<file path="config.mk">
export PLATFORM = sky130hd
export DESIGN_NAME = precise_event_sampling_ctl
export DESIGN_NICKNAME = d
export VERILOG_FILES = /design/src/sampling_ctl_pkg.sv /design/src/precise_event_sampling_ctl.sv
export VERILOG_INCLUDE_DIRS = /design/src /design/src/src
export SDC_FILE = /design/constraint.sdc
export NUM_CORES = 2
export LEC_CHECK = 0
export BUFFER_PORTS_ARGS = -buffer_cell sky130_fd_sc_hd__buf_2
export CAP_MARGIN = 30
export CORE_MARGIN = 2
export CORE_UTILIZATION = 55
export CTS_BUF_LIST = sky130_fd_sc_hd__clkbuf_2
export DETAILED_ROUTE_END_ITERATION = 12
export HOLD_SLACK_MARGIN = 0.08
export PLACE_DENSITY_LB_ADDON = 0.08
export SKIP_LAST_GASP = 1
export SYNTH_ARGS = -nofsm -noshare
export SYNTH_HDL_FRONTEND = slang
export SYNTH_SLANG_ARGS = --single-unit
</file>
<file path="constraint.sdc">
create_clock -name pclk -period 7.2 [get_ports pclk]
set_clock_uncertainty 0.15 [all_clocks]
set_input_delay 0.72 -clock pclk [delete_from_list [all_inputs] [get_ports pclk]]
set_output_delay 0.72 -clock pclk [all_outputs]
set_load 0.05 [all_outputs]
</file>
<file path="src/sampling_ctl_regs.svh">
// Purpose: register offsets, field positions and reset values
// Assumes: apb byte addresses, one 32-bit word per register
// Notes: included by the sampling controller only
`ifndef SAMPLING_CTL_REGS_SVH
`define SAMPLING_CTL_REGS_SVH
`define OFS_SEN_LO 8'h00
`define OFS_SEN_HI 8'h04
`define OFS_STATUS 8'h08
`define OFS_REC_LIMIT 8'h0C
`define OFS_REC_COUNT 8'h10
`define OFS_EVSEL_BASE 8'h20
`define OFS_COUNT_BASE 8'h30
`define OFS_RELOAD_BASE 8'h40
`define SEN_STORE_BIT 31
`define STATUS_BUF_FULL_BIT 8
`define EVSEL_EDGE_BIT 18
`define EVSEL_ANY_BIT 21
`define EVSEL_EN_BIT 22
`define EVSEL_INV_BIT 23
`define RST_WORD 32'h0000_0000
`define EV_INSTR 8'hC0
`define EV_UOPS 8'hC2
`define EV_BRANCH 8'hC4
`define EV_MISPRED 8'hC5
`define EV_MEMOP 8'hD0
`define EV_LOADSRC 8'hD1
`define EV_LLHIT 8'hD2
`define EV_LOADLAT 8'hCD
`define UM_LOADLAT 8'h01
`define SKID_PLAIN 2'd1
`define SKID_FUSED 2'd2
`endif

</file>
<file path="src/sampling_ctl_pkg.sv">
// Purpose: types shared by the sampling controller and its bench
// Assumes: nothing
// Notes: offsets live in sampling_ctl_regs.svh
package sampling_ctl_pkg;
  // one retired instruction
  typedef struct packed {
    logic valid;
    logic fused;
    logic [31:0] ip;
  } retire_t;
  // one counted event with its memory information
  typedef struct packed {
    logic valid;
    logic [7:0] code;
    logic [7:0] umask;
    logic fused;
    logic [31:0] lin_addr;
    logic [5:0] data_src;
    logic [15:0] latency;
    logic [5:0] store_status;
  } event_t;
  // one sampling record handed to the store path
  typedef struct packed {
    logic valid;
    logic [31:0] slot;
    logic [1:0] counter;
    logic [31:0] ip;
    logic [31:0] lin_addr;
    logic [31:0] src_status;
    logic [31:0] latency;
  } record_t;
  typedef enum logic [1:0] {st_idle, st_skid, st_write} samp_state_t;
endpackage

</file>
<file path="src/precise_event_sampling_ctl.sv">
// Purpose: precise event sampling control with apb registers
// Assumes: pclk 25 MHz, events and retirements arrive on pclk
// Notes: counters 0..3 live here; 4..7 only report overflow
//
// The implementer's own choices: the address map and the APB interface to the registers.
`include "sampling_ctl_regs.svh"
module precise_event_sampling_ctl #(
  parameter int CW = 32 // general counter width
) (
  input wire logic pclk, // apb clock
  input wire logic presetn, // async reset, active low
  input wire logic psel, // apb select
  input wire logic penable, // apb enable
  input wire logic pwrite, // apb direction
  input wire logic [7:0] paddr, // apb byte address
  input wire logic [31:0] pwdata, // apb write data
  output logic [31:0] prdata, // apb read data
  output logic pready, // apb ready
  output logic pslverr, // apb error on unmapped address
  input wire sampling_ctl_pkg::event_t ev, // counted event
  input wire sampling_ctl_pkg::retire_t ret, // retired instruction
  input wire logic [3:0] hi_ovf, // overflow pulses of counters 4-7
  output sampling_ctl_pkg::record_t rec // record write pulse
);
  import sampling_ctl_pkg::*;

  logic [3:0] sen_q; // sampling enable, counters 0..3
  logic [3:0] ll_q; // load latency enables
  logic store_cap_q; // store capture enable
  logic [7:0] ovf_q; // counter overflow status
  logic buf_full_q; // record buffer full flag
  logic [31:0] limit_q; // record slots available
  logic [31:0] count_q; // records written
  logic [31:0] evsel_q [4];
  logic [CW-1:0] cnt_q [4];
  logic [CW-1:0] reload_q [4];
  logic [3:0] armed_q;
  samp_state_t state_q;
  logic [1:0] skid_q; // retirements still to pass
  logic [1:0] ctr_q; // counter that fired
  event_t cap_q; // event captured at firing
  logic [31:0] ip_q; // sampled ip
  logic [31:0] prdata_q;
  logic pready_q;
  logic pslverr_q;
  record_t rec_q;

  // event table: is this code/umask sampleable on counter idx
  function automatic logic sampleable(input logic [7:0] code,
      input logic [7:0] um, input logic [1:0] idx);
    logic ok;
    ok = 1'b0;
    unique case (code)
      `EV_INSTR: ok = (um == 8'h01) && (idx == 2'd1);
      `EV_UOPS: ok = (um == 8'h01) || (um == 8'h02);
      `EV_BRANCH: ok = (um == 8'h01) || (um == 8'h02) || (um == 8'h04)
          || (um == 8'h08) || (um == 8'h20);
      `EV_MISPRED: ok = (um == 8'h01) || (um == 8'h02) || (um == 8'h04)
          || (um == 8'h10) || (um == 8'h20);
      `EV_MEMOP: ok = (um == 8'h11) || (um == 8'h12) || (um == 8'h21)
          || (um == 8'h41) || (um == 8'h42) || (um == 8'h81)
          || (um == 8'h82);
      `EV_LOADSRC: ok = (um == 8'h01) || (um == 8'h02) || (um == 8'h04)
          || (um == 8'h40);
      `EV_LLHIT: ok = (um == 8'h01) || (um == 8'h02) || (um == 8'h04)
          || (um == 8'h08);
      `EV_LOADLAT: ok = (um == `UM_LOADLAT);
      default: ok = 1'b0;
    endcase
    return ok;
  endfunction

  // apb decode
  wire wr_en = psel && penable && pready_q && pwrite;
  wire [1:0] sub = paddr[3:2];
  wire hit_sen_lo = paddr == `OFS_SEN_LO;
  wire hit_sen_hi = paddr == `OFS_SEN_HI;
  wire hit_status = paddr == `OFS_STATUS;
  wire hit_limit = paddr == `OFS_REC_LIMIT;
  wire hit_count = paddr == `OFS_REC_COUNT;
  wire hit_evsel = paddr[7:4] == `OFS_EVSEL_BASE >> 4 && paddr[1:0] == 2'b00;
  wire hit_cnt = paddr[7:4] == `OFS_COUNT_BASE >> 4 && paddr[1:0] == 2'b00;
  wire hit_rld = paddr[7:4] == `OFS_RELOAD_BASE >> 4 && paddr[1:0] == 2'b00;
  wire mapped = hit_sen_lo || hit_sen_hi || hit_status || hit_limit
      || hit_count || hit_evsel || hit_cnt || hit_rld;
  wire [31:0] rd_mux =
      hit_sen_lo ? {28'h0, sen_q} :
      hit_sen_hi ? {store_cap_q, 27'h0, ll_q} :
      hit_status ? {23'h0, buf_full_q, ovf_q} :
      hit_limit ? limit_q :
      hit_count ? count_q :
      hit_evsel ? evsel_q[sub] :
      hit_cnt ? 32'(cnt_q[sub]) :
      hit_rld ? 32'(reload_q[sub]) : `RST_WORD;

  // apb answer: one wait state, data and error from flops
  always_ff @(posedge pclk or negedge presetn) begin
    if (!presetn) begin
      pready_q <= 1'b0;
      prdata_q <= `RST_WORD;
      pslverr_q <= 1'b0;
    end else begin
      pready_q <= psel && penable && !pready_q;
      prdata_q <= (psel && penable && !pready_q && !pwrite) ? rd_mux
          : `RST_WORD;
      pslverr_q <= psel && penable && !pready_q && !mapped;
    end
  end

  // per counter: matching, counting, overflow and arming
  logic [3:0] inc, wrap, fire, cnt_wr, rld_wr, evsel_wr;
  wire do_write = state_q == st_write;
  wire room = count_q < limit_q; // bounds check
  genvar i;
  generate
    for (i = 0; i < 4; i++) begin : g_ctr
      wire [7:0] sel_code = evsel_q[i][7:0];
      wire [7:0] sel_um = evsel_q[i][15:8];
      assign inc[i] = ev.valid && evsel_q[i][`EVSEL_EN_BIT]
          && ev.code == sel_code && ev.umask == sel_um;
      assign wrap[i] = inc[i] && (cnt_q[i] == {CW{1'b1}});
      assign fire[i] = inc[i] && armed_q[i];
      assign cnt_wr[i] = wr_en && hit_cnt && sub == 2'(i);
      assign rld_wr[i] = wr_en && hit_rld && sub == 2'(i);
      assign evsel_wr[i] = wr_en && hit_evsel && sub == 2'(i);
      always_ff @(posedge pclk or negedge presetn) begin
        if (!presetn) begin
          cnt_q[i] <= '0;
          reload_q[i] <= '0;
          evsel_q[i] <= `RST_WORD;
          armed_q[i] <= 1'b0;
        end else begin
          if (evsel_wr[i]) evsel_q[i] <= pwdata;
          if (rld_wr[i]) reload_q[i] <= pwdata[CW-1:0];
          if (cnt_wr[i]) cnt_q[i] <= pwdata[CW-1:0];
          else if (do_write && armed_q[i] && room) cnt_q[i] <= reload_q[i];
          else if (inc[i]) cnt_q[i] <= cnt_q[i] + 1'b1;
          if (do_write) armed_q[i] <= 1'b0;
          else if (wrap[i] && sen_q[i]
              && sampleable(sel_code, sel_um, 2'(i))) armed_q[i] <= 1'b1;
        end
      end
    end
  endgenerate

  // lowest firing counter wins; counters 4..7 never arm
  wire [1:0] fire_idx = fire[0] ? 2'd0 : fire[1] ? 2'd1 :
      fire[2] ? 2'd2 : 2'd3;
  wire is_store = store_cap_q && ctr_q == 2'd3;
  // every overflowed sampling counter clears, armed or not
  wire [3:0] ovf_clr = (do_write && room) ? (sen_q & ovf_q[3:0])
      : 4'h0;
  wire [7:0] ovf_set = {hi_ovf, wrap};
  wire [7:0] ovf_w1c = (wr_en && hit_status) ? pwdata[7:0] : 8'h00;
  wire [31:0] count_nx = count_q + 32'h1;

  // sampling sequencer: wait for the skid, then write or skip
  always_ff @(posedge pclk or negedge presetn) begin
    if (!presetn) begin
      state_q <= st_idle;
      skid_q <= 2'd0;
      ctr_q <= 2'd0;
      cap_q <= '0;
      ip_q <= `RST_WORD;
    end else begin
      unique case (state_q)
        st_idle: if (|fire) begin
          state_q <= st_skid;
          ctr_q <= fire_idx;
          cap_q <= ev;
          skid_q <= ev.fused ? `SKID_FUSED : `SKID_PLAIN;
        end
        st_skid: if (ret.valid) begin
          skid_q <= skid_q - 2'd1;
          if (skid_q == 2'd1) begin
            ip_q <= ret.ip;
            state_q <= st_write;
          end
        end
        st_write: state_q <= st_idle;
      endcase
    end
  end

  // record output and status registers
  always_ff @(posedge pclk or negedge presetn) begin
    if (!presetn) begin
      rec_q <= '0;
      ovf_q <= 8'h00;
      buf_full_q <= 1'b0;
      count_q <= `RST_WORD;
      limit_q <= `RST_WORD;
      sen_q <= 4'h0;
      ll_q <= 4'h0;
      store_cap_q <= 1'b0;
    end else begin
      rec_q.valid <= do_write && room;
      if (do_write && room) begin
        rec_q.slot <= count_q;
        rec_q.counter <= ctr_q;
        rec_q.ip <= ip_q;
        rec_q.lin_addr <= cap_q.lin_addr;
        rec_q.src_status <= is_store ? {26'h0, cap_q.store_status}
            : ll_q[ctr_q] ? {26'h0, cap_q.data_src} : `RST_WORD;
        rec_q.latency <= is_store ? `RST_WORD
            : ll_q[ctr_q] ? {16'h0, cap_q.latency} : `RST_WORD;
      end
      // set wins over a software clear in the same cycle
      ovf_q <= ((ovf_q & ~ovf_w1c) & ~{4'h0, ovf_clr}) | ovf_set;
      if (do_write && room && count_nx >= limit_q) buf_full_q <= 1'b1;
      else if (wr_en && hit_status && pwdata[`STATUS_BUF_FULL_BIT])
        buf_full_q <= 1'b0;
      if (wr_en && hit_count) count_q <= pwdata;
      else if (do_write && room) count_q <= count_nx;
      if (wr_en && hit_limit) limit_q <= pwdata;
      if (wr_en && hit_sen_lo) sen_q <= pwdata[3:0];
      if (wr_en && hit_sen_hi) begin
        ll_q <= pwdata[3:0];
        store_cap_q <= pwdata[`SEN_STORE_BIT];
      end
    end
  end

  assign prdata = prdata_q;
  assign pready = pready_q;
  assign pslverr = pslverr_q;
  assign rec = rec_q;
endmodule // precise_event_sampling_ctl

</file>
==> results.json <==
{
  "postSynthAreaPerCell_um2": 10.3,
  "postSynth.asyncResetShare": 1.00,
  "firstDrtPassIters": 7,
  "critical_path.max_fanout": 41,
  "finalWirelength_um": 136000,
  "nets": 4716,
  "grt.overflow.total": 0,
  "num_rows": 98,
  "place.gp.congestion": 0.917,
  "p_comb_frac": 0.310,
  "drt_iter0_drc": 3203,
  "worst_pin_slew_ps": 1070,
  "rsz0062_at_grt": "false",
  "post-place-cells": 4906,
  "fin_area_mm2": 0.0467,
  "cts_num_sinks": 723,
  "stdcell_count": 5568,
  "ys_seq_area_frac": 0.455,
  "antenna_found_initial": 6,
  "post-route-min-period_ps": 4370,
  "cts_tree": "yes",
  "ys_seq_elements": 723,
  "clockPowerShare": 0.242,
  "syn2layout_area_growth_pct": 17.6,
  "tritoncts.num_buffers": 189,
  "postCtsHoldBufs": 331,
  "final.setup.tns_ps": 0,
  "die_height_um": 273,
  "ys_warn_count": 0,
  "p_per_area_mw_per_mm2": 260,
  "drive_gt1_frac": 0.261,
  "cp_data_arrival_time_ps": 5530,
  "slew-limit-headroom": 0.279,
  "power.internal_uw": 7280,
  "setup_viol": 0,
  "htree_levels": 4,
  "switchingPower_uw": 4860,
  "synth-edff-count": 0,
  "setup.worst_path.end_class": "register",
  "grt_pass1_vias": 33600,
  "drv_cap": 0,
  "ys_dominant_reg_cell": "dfrtp_1",
  "ios": 358,
  "start_util": 0.556,
  "start_kind": "register",
  "max_freq_ghz": 0.229,
  "route.vias.total": 33700,
  "fillers": 5771,
  "clk_latency_ps": 1430,
  "clkSlewWorstSetupHoldPaths_ps": 110,
  "grt.total_usage": 0.366,
  "fin_crit_sh": 0.607,
  "p_leak_uw": 0.0225,
  "crit_required_ps": 8360,
  "grt_pass1_wl_um": 205000,
  "die_w_um": 273,
  "critPathKind": "reg -> reg",
  "cts_resized": 0,
  "core_area_mm2": 0.0715,
  "drc": 0,
  "reg2reg_slack_ps": 2830,
  "cts-root-buf": "clkbuf_2",
  "postCtsSetupBuffers": 0,
  "synth_area_mm2": 0.0397,
  "synth.distinct_cells": 90,
  "hp-class": "in -> reg",
  "io_buffers": 314,
  "grt_max_degree": 171,
  "ant_nets": 0,
  "drv_slew": 0,
  "dpl_cell_area_mm2": 0.0416,
  "final_hold_viol_count": 0,
  "ir_drop_v": 0.000243,
  "status": "completed",
  "hpwlAfterDp_um": 84700,
  "swShare": 0.400,
  "clk_path_buf_depth": 3,
  "synthCells": 3875,
  "pwr-share-seq": 0.448,
  "wl_per_cell_um": 24.4,
  "dieArea_mm2": 0.0744,
  "viasPerCell": 6.05
}
critical path: stages, from the launching register on:
cell and delay, ps:
dfrtp_1 550, xor2_1 210, nor4_1 470, nand4_1 270
dlygate4sd3_1 650, nor3_1 250, nor4_1 160, nand2b_4 540
o311a_1 490, dlygate4sd3_1 550
final timing paths:
path                              start            to  cells past startpoint
setup / recovery           evsel_q[105]     skid_q[1]                      9
hold / removal               pwdata[13]     cnt_q[45]                      4
setup reg to reg           evsel_q[105]     skid_q[1]                      9
hold reg to reg                ip_q[31]      rec[127]                      2
max in group asynchronous       presetn     cap_q[16]                      5
min in group asynchronous       presetn  reload_q[76]                      4
layout by cell type, fill, tap and decap left out, drive strengths merged, types with 98 or more instances in the layout:
cell type,count
dlygate4sd3,330
clkbuf,270
nor3,98
nor2,216
dfrtp,723
buf,376
xnor2,118
a21oi,100
nand2,602
o21ai,355
nand3,119
mux2,373
xor2,135
synthesized netlist by cell type, types with 9 or more instances:
cell type | n | area share
a22oi_1 | 25 | 0.0047
a21oi_1 | 99 | 0.012
inv_1 | 62 | 0.0059
mux4_2 | 97 | 0.055
xnor2_1 | 118 | 0.026
or3_1 | 11 | 0.0017
xor2_1 | 135 | 0.030
o211ai_1 | 9 | 0.0017
and4_1 | 15 | 0.0033
nand4_1 | 61 | 0.0096
nand2b_1 | 15 | 0.0024
mux2i_1 | 20 | 0.0050
buf_4 | 46 | 0.0087
nand3b_1 | 12 | 0.0023
nor2_1 | 214 | 0.020
dfrtp_1 | 723 | 0.46
o21ai_1 | 51 | 0.0064
clkbuf_1 | 170 | 0.016
a31oi_1 | 9 | 0.0014
o21ai_0 | 302 | 0.038
mux2_2 | 315 | 0.089
a211oi_1 | 9 | 0.0017
buf_2 | 78 | 0.0098
a32oi_1 | 11 | 0.0024
o21a_1 | 9 | 0.0017
or2_2 | 11 | 0.0017
nor2b_1 | 34 | 0.0054
ha_1 | 73 | 0.023
nor3_1 | 90 | 0.011
buf_1 | 27 | 0.0026
nor4_1 | 44 | 0.0069
and3_1 | 42 | 0.0066
a221oi_1 | 9 | 0.0020
a21o_1 | 10 | 0.0019
nand2_1 | 600 | 0.057
nand3_1 | 116 | 0.015
mux2_4 | 58 | 0.022
sequential cells by signal (all words and copies together), names as in the netlist, 4 cells and up:
name,count
rec,121
evsel_q,128
ip_q,32
prdata,32
sen_q,4
count_q,32
reload_q,128
armed_q,4
cap_q,60
ll_q,4
limit_q,32
ovf_q,8
cnt_q,128
metal layers:
metal  share of wire  GRT usage
met5         0.00019          0
met4           0.065      0.234
met3           0.090     0.0789
met2            0.45      0.553
met1            0.39      0.481
power by group through the flow:
| stage | clock (uW) | sequential [uW] | combinational [uW] |
|---|---|---|---|
| after detailed placement | 0 | 5490 | 3420 |
| after floorplan | 0 | 5920 | 1930 |
| after global routing | 3220 | 5540 | 4060 |
| final | 2940 | 5440 | 3760 |
| after global placement | 0 | 5470 | 3370 |
| after CTS | 3000 | 5410 | 3700 |
area by class of cell:
type                    count  area [um2]  area share
clock inverters            51         359     0.00768
repair buffers            708        5520       0.118
well taps                 950        1190      0.0254
flip-flops and latches    723       18100       0.387
clock buffers             268        1340      0.0287
multi-input cells        2796       20000       0.427
inverters                  64         243     0.00519
diodes                      8        20.0    0.000428
cell families (layout without fill, tap and decap cells):
group,count (synthesis),count (layout),synth area share
xor+xnor,253,253,0.0558
fa+ha+maj,73,73,0.0230
buf+inv,397,1091,0.0478
other cells,1,50,0.0000944
mux,490,490,0.171
simple gates,1326,1326,0.157
flops,723,723,0.455
compound gates,612,612,0.0904
stage by stage:
stage	util	hold slack (ps)	total power (uW)	worst slack [ps]
finish	0.654	245	12100	2830
global route	0.654	157	12800	2690
CTS	0.653	81.6	12100	2840
detailed placement	0.582	294	8900	2710
global placement	0.581	289	8840	2740
floorplan	-	274	7850	4010
(Power assumes the default switching activity.)
